<file path="config.mk">
export PLATFORM = sky130hd
export DESIGN_NAME = dctd_timer_top
export DESIGN_NICKNAME = d
export VERILOG_FILES = /design/src/dctd_pkg.sv /design/src/dctd_edge_if.sv /design/src/dctd_edge_detect.sv /design/src/dctd_timer_top.sv
export VERILOG_INCLUDE_DIRS = /design/src
export SDC_FILE = /design/constraint.sdc
export NUM_CORES = 1
export LEC_CHECK = 0
export CORE_ASPECT_RATIO = 0.5
export CORE_MARGIN = 2
export CORE_UTILIZATION = 30
export DETAILED_ROUTE_END_ITERATION = 6
export DONT_BUFFER_PORTS = 1
export HOLD_SLACK_MARGIN = 0.1
export PLACE_DENSITY = 0.56
export SLEW_MARGIN = 20
export SYNTH_ARGS = -nofsm -noshare
export SYNTH_HDL_FRONTEND = slang
export SYNTH_SLANG_ARGS = --single-unit
</file>
<file path="constraint.sdc">
create_clock -name core_clk -period 4.22 [get_ports core_clk]
set_input_delay 0.844 -clock core_clk [delete_from_list [all_inputs] [get_ports core_clk]]
set_output_delay 0.844 -clock core_clk [all_outputs]
set_load 0.01 [all_outputs]
</file>
<file path="src/dctd_defines.svh">
// Offsets, field positions and reset values of the dual counter/timer unit.
// Assumes an 8-bit register port with a 4-bit word address.
`ifndef DCTD_DEFINES_SVH
`define DCTD_DEFINES_SVH

`define DCTD_ADDR_SCTL 4'h0
`define DCTD_ADDR_SHCTL 4'h1
`define DCTD_ADDR_LCTL 4'h2
`define DCTD_ADDR_SRLH 4'h3
`define DCTD_ADDR_SRLL 4'h4
`define DCTD_ADDR_LRLU 4'h5
`define DCTD_ADDR_LRLL 4'h6
`define DCTD_ADDR_RCAP 4'h7
`define DCTD_ADDR_FCAP 4'h8
`define DCTD_ADDR_LCAPU 4'h9
`define DCTD_ADDR_LCAPL 4'hA

// Short and long control fields
`define DCTD_BIT_EN 7
`define DCTD_BIT_SP 6
`define DCTD_BIT_TO 5
`define DCTD_BIT_CIE 2
`define DCTD_BIT_TIE 1
`define DCTD_BIT_LCAP 0

// Shared control fields
`define DCTD_BIT_DEMOD 6
`define DCTD_BIT_EDGE_HI 5
`define DCTD_BIT_EDGE_LO 4
`define DCTD_BIT_PP_HI 3
`define DCTD_BIT_PP_LO 2
`define DCTD_BIT_SINIT 1
`define DCTD_BIT_LINIT 0

`define DCTD_PP_ON 2'h2
`define DCTD_REG_RESET 8'h00
`define DCTD_DEMOD_RELOAD 8'hFF

`endif

</file>
<file path="src/dctd_pkg.sv">
// Types of the dual counter/timer unit.
// Assumes the constants header for field positions.
package dctd_pkg;
  typedef enum logic [1:0] {
    DCTD_ST_IDLE = 2'b00,
    DCTD_ST_WAIT = 2'b01,
    DCTD_ST_RUN = 2'b10
  } dctd_short_state_t;
endpackage

</file>
<file path="src/dctd_edge_if.sv">
// Carries carrier edge events from the edge detector to the counters.
// Assumes both ends run on core_clk.
`timescale 1ns/1ns
`default_nettype none
interface dctd_edge_if;
  logic rise;
  logic fall;
  modport src (output rise, output fall);
  modport dst (input rise, input fall);
endinterface
`default_nettype wire

</file>
<file path="src/dctd_edge_detect.sv">
// Synchroniser and edge detector for the demodulation carrier input.
// Assumes carrier_in is asynchronous to core_clk.
`timescale 1ns/1ns
`default_nettype none
module dctd_edge_detect (
  input wire logic core_clk,
  input wire logic sys_rst,
  input wire logic carrier_in,
  dctd_edge_if.src edge_ev
);
  logic sync1_ff;
  logic sync2_ff;
  logic last_ff;

  // Two stages before any logic looks at the pin
  always_ff @(posedge core_clk or posedge sys_rst) begin
    if (sys_rst) begin
      sync1_ff <= 1'b0;
      sync2_ff <= 1'b0;
      last_ff <= 1'b0;
    end else begin
      sync1_ff <= carrier_in;
      sync2_ff <= sync1_ff;
      last_ff <= sync2_ff;
    end
  end

  always_ff @(posedge core_clk or posedge sys_rst) begin
    if (sys_rst) begin
      edge_ev.rise <= 1'b0;
      edge_ev.fall <= 1'b0;
    end else begin
      edge_ev.rise <= sync2_ff & ~last_ff;
      edge_ev.fall <= ~sync2_ff & last_ff;
    end
  end
endmodule
`default_nettype wire

</file>
<file path="src/dctd_timer_top.sv">
// Paired short and long down-counters: transmit, demodulation and ping-pong use.
// Assumes a one-cycle register port and an asynchronous carrier input pin.
//
// Decided for this implementation: strobed register access and the register addresses.
`timescale 1ns/1ns
`default_nettype none
`include "dctd_defines.svh"
module dctd_timer_top #(
  parameter int SHORT_W = 8,
  parameter int LONG_W = 16
) (
  input wire logic core_clk,
  input wire logic sys_rst,
  input wire logic carrier_in,
  input wire logic [3:0] reg_addr,
  input wire logic [7:0] reg_wdata,
  input wire logic reg_wr,
  input wire logic reg_rd,
  output logic [7:0] reg_rdata_ff,
  output logic short_counter_output_ff,
  output logic long_counter_output_ff,
  output logic short_irq_ff,
  output logic long_irq_ff
);
  // Byte-wide register port ties the counters to these widths
  if (SHORT_W != 8 || LONG_W != 16) begin : g_width_check
    $error("dctd_timer_top supports only SHORT_W 8 and LONG_W 16");
  end

  function automatic logic edge_qual(input logic [1:0] sel, input logic r, input logic f);
    edge_qual = (sel[0] & r) | (sel[1] & f);
  endfunction

  dctd_edge_if edge_ev ();
  dctd_edge_detect u_edge (
    .core_clk(core_clk),
    .sys_rst(sys_rst),
    .carrier_in(carrier_in),
    .edge_ev(edge_ev)
  );

  // Software visible control
  logic s_en_ff, s_single_ff, s_to_ff, s_cie_ff, s_tie_ff;
  logic l_en_ff, l_mark_ff, l_to_ff, l_cie_ff, l_tie_ff, l_cap_flag_ff;
  logic demod_ff, s_init_ff, l_init_ff, rise_flag_ff, fall_flag_ff;
  logic [1:0] edge_sel_ff, pp_sel_ff;
  logic [7:0] short_reload_high_ff, short_reload_low_ff, long_reload_upper_ff, long_reload_lower_ff;
  logic [7:0] rising_edge_capture_ff, falling_edge_capture_ff;
  logic [LONG_W-1:0] long_capture_ff;

  // Counter state
  dctd_pkg::dctd_short_state_t s_state_ff;
  logic [SHORT_W-1:0] short_down_counter_ff;
  logic [LONG_W-1:0] long_down_counter_ff;
  logic s_en_q_ff, l_en_q_ff, s_first_ff, l_run_ff, l_arm_ff;

  logic wr_sctl, wr_shctl, wr_lctl;
  logic s_start, l_start, pp_on, edge_q, rise_q, fall_q;
  logic s_run, s_tc, s_to_set, s_edge_take, l_tc, l_edge_take, l_time_cap;

  assign wr_sctl = reg_wr && (reg_addr == `DCTD_ADDR_SCTL);
  assign wr_shctl = reg_wr && (reg_addr == `DCTD_ADDR_SHCTL);
  assign wr_lctl = reg_wr && (reg_addr == `DCTD_ADDR_LCTL);

  assign s_start = s_en_ff && !s_en_q_ff;
  assign l_start = l_en_ff && !l_en_q_ff;
  assign pp_on = (pp_sel_ff == `DCTD_PP_ON) && !demod_ff;
  assign rise_q = edge_sel_ff[0] & edge_ev.rise;
  assign fall_q = edge_sel_ff[1] & edge_ev.fall;
  assign edge_q = demod_ff && edge_qual(edge_sel_ff, edge_ev.rise, edge_ev.fall);
  assign s_run = (s_state_ff == dctd_pkg::DCTD_ST_RUN) && s_en_ff;
  assign s_edge_take = s_run && edge_q;
  // Terminal count is the step from one to zero, so a wrap from zero never counts
  assign s_tc = s_run && !s_edge_take && (short_down_counter_ff == SHORT_W'(1));
  assign s_to_set = s_tc && (demod_ff || s_single_ff || pp_on || !s_first_ff);
  assign l_edge_take = demod_ff && l_run_ff && l_en_ff && edge_q && (!l_mark_ff || l_arm_ff);
  assign l_tc = l_run_ff && l_en_ff && !l_edge_take && (long_down_counter_ff == LONG_W'(1));
  assign l_time_cap = demod_ff && l_run_ff && l_en_ff && l_mark_ff && s_tc && !l_edge_take;

  // Short control register; hardware enable changes override the write
  always_ff @(posedge core_clk or posedge sys_rst) begin
    if (sys_rst) begin
      s_en_ff <= 1'b0;
      s_single_ff <= 1'b0;
      s_cie_ff <= 1'b0;
      s_tie_ff <= 1'b0;
      s_to_ff <= 1'b0;
    end else begin
      if (wr_sctl) begin
        s_en_ff <= reg_wdata[`DCTD_BIT_EN];
        s_single_ff <= reg_wdata[`DCTD_BIT_SP];
        s_cie_ff <= reg_wdata[`DCTD_BIT_CIE];
        s_tie_ff <= reg_wdata[`DCTD_BIT_TIE];
      end
      if (s_tc && !demod_ff && (s_single_ff || pp_on))
        s_en_ff <= 1'b0;
      if (l_tc && pp_on)
        s_en_ff <= 1'b1;
      // Set wins over a clear in the same cycle
      if (s_to_set)
        s_to_ff <= 1'b1;
      else if (wr_sctl && reg_wdata[`DCTD_BIT_TO])
        s_to_ff <= 1'b0;
    end
  end

  // Shared control register and edge flags
  always_ff @(posedge core_clk or posedge sys_rst) begin
    if (sys_rst) begin
      demod_ff <= 1'b0;
      edge_sel_ff <= 2'h0;
      pp_sel_ff <= 2'h0;
      s_init_ff <= 1'b0;
      l_init_ff <= 1'b0;
      rise_flag_ff <= 1'b0;
      fall_flag_ff <= 1'b0;
    end else begin
      if (wr_shctl) begin
        demod_ff <= reg_wdata[`DCTD_BIT_DEMOD];
        edge_sel_ff <= reg_wdata[`DCTD_BIT_EDGE_HI:`DCTD_BIT_EDGE_LO];
        pp_sel_ff <= reg_wdata[`DCTD_BIT_PP_HI:`DCTD_BIT_PP_LO];
        s_init_ff <= reg_wdata[`DCTD_BIT_SINIT];
        l_init_ff <= reg_wdata[`DCTD_BIT_LINIT];
      end
      if (s_edge_take && rise_q)
        rise_flag_ff <= 1'b1;
      else if (wr_shctl && demod_ff && reg_wdata[`DCTD_BIT_SINIT])
        rise_flag_ff <= 1'b0;
      if (s_edge_take && fall_q)
        fall_flag_ff <= 1'b1;
      else if (wr_shctl && demod_ff && reg_wdata[`DCTD_BIT_LINIT])
        fall_flag_ff <= 1'b0;
    end
  end

  // Long control register
  always_ff @(posedge core_clk or posedge sys_rst) begin
    if (sys_rst) begin
      l_en_ff <= 1'b0;
      l_mark_ff <= 1'b0;
      l_cie_ff <= 1'b0;
      l_tie_ff <= 1'b0;
      l_to_ff <= 1'b0;
      l_cap_flag_ff <= 1'b0;
      l_arm_ff <= 1'b0;
    end else begin
      if (wr_lctl) begin
        l_en_ff <= reg_wdata[`DCTD_BIT_EN];
        l_mark_ff <= reg_wdata[`DCTD_BIT_SP];
        l_cie_ff <= reg_wdata[`DCTD_BIT_CIE];
        l_tie_ff <= reg_wdata[`DCTD_BIT_TIE];
      end
      if (l_tc && !demod_ff && (l_mark_ff || pp_on))
        l_en_ff <= 1'b0;
      if (s_tc && !demod_ff && pp_on)
        l_en_ff <= 1'b1;
      if (l_tc)
        l_to_ff <= 1'b1;
      else if (wr_lctl && reg_wdata[`DCTD_BIT_TO])
        l_to_ff <= 1'b0;
      if (l_edge_take || l_time_cap)
        l_cap_flag_ff <= 1'b1;
      else if (wr_lctl && reg_wdata[`DCTD_BIT_LCAP])
        l_cap_flag_ff <= 1'b0;
      // Only a fresh zero-to-one write of the mark select arms one capture
      if (wr_lctl && reg_wdata[`DCTD_BIT_SP] && !l_mark_ff)
        l_arm_ff <= 1'b1;
      else if (l_edge_take)
        l_arm_ff <= 1'b0;
    end
  end

  // Reload values: stored at once, used only when a load happens
  always_ff @(posedge core_clk or posedge sys_rst) begin
    if (sys_rst) begin
      short_reload_high_ff <= `DCTD_REG_RESET;
      short_reload_low_ff <= `DCTD_REG_RESET;
      long_reload_upper_ff <= `DCTD_REG_RESET;
      long_reload_lower_ff <= `DCTD_REG_RESET;
    end else if (reg_wr) begin
      if (reg_addr == `DCTD_ADDR_SRLH)
        short_reload_high_ff <= reg_wdata;
      if (reg_addr == `DCTD_ADDR_SRLL)
        short_reload_low_ff <= reg_wdata;
      if (reg_addr == `DCTD_ADDR_LRLU)
        long_reload_upper_ff <= reg_wdata;
      if (reg_addr == `DCTD_ADDR_LRLL)
        long_reload_lower_ff <= reg_wdata;
    end
  end

  // Enable history; a hardware set restarts a counter exactly like software does
  always_ff @(posedge core_clk or posedge sys_rst) begin
    if (sys_rst) begin
      s_en_q_ff <= 1'b0;
      l_en_q_ff <= 1'b0;
    end else begin
      s_en_q_ff <= s_en_ff;
      l_en_q_ff <= l_en_ff;
    end
  end

  // Short counter sequencing
  always_ff @(posedge core_clk or posedge sys_rst) begin
    if (sys_rst) begin
      s_state_ff <= dctd_pkg::DCTD_ST_IDLE;
    end else begin
      unique case (s_state_ff)
        dctd_pkg::DCTD_ST_IDLE: begin
          if (s_start)
            s_state_ff <= demod_ff ? dctd_pkg::DCTD_ST_WAIT : dctd_pkg::DCTD_ST_RUN;
        end
        dctd_pkg::DCTD_ST_WAIT: begin
          if (!s_en_ff)
            s_state_ff <= dctd_pkg::DCTD_ST_IDLE;
          else if (edge_q)
            s_state_ff <= dctd_pkg::DCTD_ST_RUN;
        end
        dctd_pkg::DCTD_ST_RUN: begin
          if (!s_en_ff || (s_tc && !demod_ff && (s_single_ff || pp_on)))
            s_state_ff <= dctd_pkg::DCTD_ST_IDLE;
        end
        default: s_state_ff <= dctd_pkg::DCTD_ST_IDLE;
      endcase
    end
  end

  // Short counter datapath and output pin
  always_ff @(posedge core_clk or posedge sys_rst) begin
    if (sys_rst) begin
      short_down_counter_ff <= '0;
      short_counter_output_ff <= 1'b0;
      s_first_ff <= 1'b0;
    end else begin
      if (s_start && !demod_ff) begin
        short_counter_output_ff <= s_init_ff;
        short_down_counter_ff <= s_init_ff ? short_reload_high_ff : short_reload_low_ff;
        s_first_ff <= 1'b1;
      end else if (s_state_ff == dctd_pkg::DCTD_ST_WAIT && s_en_ff && edge_q) begin
        short_down_counter_ff <= `DCTD_DEMOD_RELOAD;
      end else if (s_run) begin
        if (s_edge_take)
          short_down_counter_ff <= `DCTD_DEMOD_RELOAD;
        else if (s_tc && !demod_ff && !s_single_ff && !pp_on)
          short_down_counter_ff <= short_counter_output_ff ? short_reload_low_ff : short_reload_high_ff;
        else
          short_down_counter_ff <= short_down_counter_ff - 1'b1;
        if (s_tc && !demod_ff)
          short_counter_output_ff <= ~short_counter_output_ff;
        if (s_tc)
          s_first_ff <= 1'b0;
      end
    end
  end

  // Edge captures hold the complement, so a larger value means a longer interval; the mark-time capture holds the raw count
  always_ff @(posedge core_clk or posedge sys_rst) begin
    if (sys_rst) begin
      rising_edge_capture_ff <= `DCTD_REG_RESET;
      falling_edge_capture_ff <= `DCTD_REG_RESET;
      long_capture_ff <= '0;
    end else begin
      if (s_edge_take && rise_q)
        rising_edge_capture_ff <= ~short_down_counter_ff;
      if (s_edge_take && fall_q)
        falling_edge_capture_ff <= ~short_down_counter_ff;
      if (l_edge_take)
        long_capture_ff <= ~long_down_counter_ff;
      else if (l_time_cap)
        long_capture_ff <= long_down_counter_ff;
    end
  end

  // Long counter datapath and output pin
  always_ff @(posedge core_clk or posedge sys_rst) begin
    if (sys_rst) begin
      long_down_counter_ff <= '0;
      long_counter_output_ff <= 1'b0;
      l_run_ff <= 1'b0;
    end else begin
      if (l_start) begin
        l_run_ff <= 1'b1;
        long_down_counter_ff <= {long_reload_upper_ff, long_reload_lower_ff};
        if (!demod_ff)
          long_counter_output_ff <= l_init_ff;
      end else if (!l_en_ff) begin
        l_run_ff <= 1'b0;
      end else if (l_run_ff) begin
        if (l_edge_take || (l_tc && !demod_ff && !l_mark_ff && !pp_on))
          long_down_counter_ff <= {long_reload_upper_ff, long_reload_lower_ff};
        else
          long_down_counter_ff <= long_down_counter_ff - 1'b1;
        if (l_tc && !demod_ff)
          long_counter_output_ff <= ~long_counter_output_ff;
        if (l_tc && !demod_ff && (l_mark_ff || pp_on))
          l_run_ff <= 1'b0;
      end
    end
  end

  // Interrupt requests, one per counter
  always_ff @(posedge core_clk or posedge sys_rst) begin
    if (sys_rst) begin
      short_irq_ff <= 1'b0;
      long_irq_ff <= 1'b0;
    end else begin
      short_irq_ff <= (s_to_ff && s_tie_ff) || ((rise_flag_ff || fall_flag_ff) && s_cie_ff);
      long_irq_ff <= (l_to_ff && l_tie_ff) || (l_cap_flag_ff && l_cie_ff);
    end
  end

  // Read port: data stands in the cycle after the strobe only
  always_ff @(posedge core_clk or posedge sys_rst) begin
    if (sys_rst) begin
      reg_rdata_ff <= `DCTD_REG_RESET;
    end else if (!reg_rd) begin
      reg_rdata_ff <= `DCTD_REG_RESET;
    end else begin
      unique case (reg_addr)
        `DCTD_ADDR_SCTL: reg_rdata_ff <= {s_en_ff, s_single_ff, s_to_ff, 2'b00, s_cie_ff, s_tie_ff, 1'b0};
        `DCTD_ADDR_SHCTL: reg_rdata_ff <= {1'b0, demod_ff, edge_sel_ff, pp_sel_ff,
                                           demod_ff ? {rise_flag_ff, fall_flag_ff} : {s_init_ff, l_init_ff}};
        `DCTD_ADDR_LCTL: reg_rdata_ff <= {l_en_ff, l_mark_ff, l_to_ff, 2'b00, l_cie_ff, l_tie_ff, l_cap_flag_ff};
        `DCTD_ADDR_SRLH: reg_rdata_ff <= short_reload_high_ff;
        `DCTD_ADDR_SRLL: reg_rdata_ff <= short_reload_low_ff;
        `DCTD_ADDR_LRLU: reg_rdata_ff <= long_reload_upper_ff;
        `DCTD_ADDR_LRLL: reg_rdata_ff <= long_reload_lower_ff;
        `DCTD_ADDR_RCAP: reg_rdata_ff <= rising_edge_capture_ff;
        `DCTD_ADDR_FCAP: reg_rdata_ff <= falling_edge_capture_ff;
        `DCTD_ADDR_LCAPU: reg_rdata_ff <= long_capture_ff[15:8];
        `DCTD_ADDR_LCAPL: reg_rdata_ff <= long_capture_ff[7:0];
        default: reg_rdata_ff <= `DCTD_REG_RESET;
      endcase
    end
  end
endmodule
`default_nettype wire

</file>
==> results by group <==
Clocking
  • Clock Tree Buf Depth: 2
  • Htree depth: 4
  • Worst skew pair latency: 0.43 ns
  • Post-CTS Hold Fix Bufs: 0
  • Clock slew at reported path FFs: 0.06 ns
  • Clk sinks: 132
  • Cts repair resizes: 0
  • Post-CTS Setup Repair Bufs: 0
  • CTS Buf Count: 17
  • CTS tree: done
  • Root buffer cell: clkbuf_16

STA
  • Total negative slack: 0 ns
  • Final Hold Viols: 0
  • Final setup vio count: 0
  • Slew headroom: 34.8%
  • RSZ-0062 raised after global routing: false
  • Hold_ws: 0.347 ns
  • Max Freq: 367 MHz
  • Final period utilization: 64.6%
  • Final-report max-slew violation count: 0
  • Tmin final: 2.73 ns
  • Final setup skew: 0.00979 ns
  • Slew at the pin closest to its max-slew limit: 0.976 ns

Setup path
  • Critical Path RT: 4.53 ns
  • Crit path max fanout: 20
  • Cell Chain, Critical Path: and2_1, a41oi_1, o31a_1, o21ai_0, a311o_1
  • Crit. End Element: flop
  • Slowest CP cell: o31a_1
  • Crit path DAT: 3.03 ns
  • CP Class: flop to flop
  • Setup crit start kind: flop
  • Crit-path max cell delay: 0.77 ns

Floorplanning
  • Die width: 220 um
  • Die area: 0.0247 mm^2
  • Initial cell density of the core: 30.7%
  • Num ports: 29
  • Rows: 39
  • Core ar.: 0.0229 mm^2
  • Die Height: 112 um

Layout
  • Layout cell share with drive strength beyond 1: 15.6%
  • Final nets: 717
  • FF+latch area: 0.00330 mm^2
  • P&R area growth vs syn: 12.1%
  • Fill cells: 2260
  • Post-layout util: 34.4%
  • ANT cells: 0
  • Multi-input gate area: 0.00350 mm^2

Drt
  • Routed WL: 20800 um
  • DR WL/cell: 20.6 um
  • Antenna viol nets, final: 0
  • First drt pass iteration count: 7
  • DRC: 0
  • Vias per inst: 5.51
  • Via count: 5573
  • DRT iter0 DRCs: 558

Run status
  • Status: completed

Global routing
  • Largest net degree at the start of global routing: 61
  • First-pass GRT wire length: 32700 um
  • GR Util All Layers: 17.6%
  • Vias in the first global route: 5370
  • Initial antenna violation count: 0
  • Grt total ovfl: 0

Logic synthesis
  • Synth area leaders: dfrtp_1, mux2_2, nand2_1
  • Number of flops mapped to enable cells by yosys: 0
  • Syn nets: 732
  • Async set-reset flop share out of synthesis: 100%
  • Ys Warns: 0
  • Seq/Total Area, Yosys: 47.1%
  • Most area-hungry cell type in the Yosys netlist: dfrtp_1
  • Synth Area per Inst: 9.87 um^2
  • Mapped Area: 0.00702 mm^2
  • Distinct cells, synth: 64
  • Commonest cells in the netlist: dfrtp_1, nand2_1, o21ai_0, mux2_2, nor2_1
  • Main flop type after synthesis: dfrtp_1
  • Share of the synthesized area in the top cell type: 47.1%
  • Most numerous cell in the Yosys netlist: dfrtp_1
  • Synthesized flop and latch total: 132
  • Cells after Synth: 711

Placement
  • Dpl hpwl: 14600 um
  • GP Congestion: 0.892
  • I/O Buffers: 0

Worst hold path
  • Hold WC Path Type: flop to flop

Pwr
  • VDD IR-drop max: 0.210 mV
  • Power Dens Cells: 609 mW/mm^2
  • Static leakage: 3.25 nW

Flow run
  • Max_cap viols: 0
-- final timing paths --
check,from,to,slack (ns),cells past startpoint
max,l_en_ff,long_down_counter_ff[14],1.49,5
min reg2reg,u_edge.sync1_ff,u_edge.sync2_ff,0.35,0
max in group asynchronous,sys_rst,short_down_counter_ff[3],2.78,2
min,u_edge.sync1_ff,u_edge.sync2_ff,0.35,0
max reg2reg,l_en_ff,long_down_counter_ff[14],1.49,5
min in group asynchronous,sys_rst,s_single_ff,0.48,1
-- layer usage --
metal  global-route usage, %  vias up  wire, um
met3                    3.58       24      1220
met2                    26.8      173      9450
met1                    24.7     2794      9700
met5                       0        -         0
met4                    6.53        0       436
li1                        -     2582         -
-- cell families (layout without fill, tap and decap cells) --
group                      Yosys count  after routing  share of synthesized area [%]
and+or+nand+nor                    256            256                           17.6
AOI/OAI and AO/OA                  180            180                           17.7
DFF                                132            132                           47.1
muxes                               79             79                           12.6
buffers and inverters               52             46                           3.30
xor gates and xnor gates             8              8                          0.998
adders and majority gates            4              4                          0.713
-- report_power, final --
group / leakage, nW / internal (mW) / total (mW) / switching, mW
logic: 1.35 / 0.530 / 1.10 / 0.572
registers: 1.61 / 1.64 / 2.21 / 0.566
clock network: 0.280 / 0.933 / 1.48 / 0.544
total: 3.25 / 3.11 / 4.79 / 1.68
-- area by class of cell --
class                   instances  share of cell area (%)
repair buffers                  7                   0.827
well taps                     307                    4.88
multi-input cells             527                    44.4
clock buffers                  24                    6.38
clock inverters                 4                   0.922
inverters                      11                   0.572
flip-flops and latches        132                    42.0
-- critical path, delay by kind of cell, from the launching register on --
family,cells,cell delay [ns]
simple gates,1,0.32
flops,1,0.49
compound gates,4,1.79
-- sequential cells by signal (all words and copies together) (netlist names), 8 cells and up --
register and flops:
long_capture_ff 16, long_down_counter_ff 16, falling_edge_capture_ff 8, long_reload_lower_ff 8, long_reload_upper_ff 8, reg_rdata_ff 8
rising_edge_capture_ff 8, short_down_counter_ff 8, short_reload_high_ff 8, short_reload_low_ff 8
-- through the flow --
step / instance area [um^2] / total power, mW / instances / worst slack [ns]
6_report: 7870 / 4.79 / 1012 / 1.49
3_3_place_gp: 7290 / 3.28 / 984 / 1.60
5_1_grt: 7870 / 5.06 / 1012 / 1.33
3_5_place_dp: 7290 / 3.31 / 984 / 1.56
2_1_floorplan: 7020 / 2.93 / 711 / 1.74
4_1_cts: 7860 / 4.79 / 1012 / 1.53
-- cell usage in the layout, fill, tap and decap left out, types with 14 or more instances in the layout --
master     netlist  layout
dfrtp_1        132     132
nand2_1        111     111
o21ai_0         58      57
mux2_2          47      47
nor2_1          35      35
mux2i_1         29      29
a21oi_1         29      29
nand3_1         26      26
a211oi_1        20      20
clkbuf_16        0      17
nor2b_1         14      14
(Power assumes the default switching activity.)
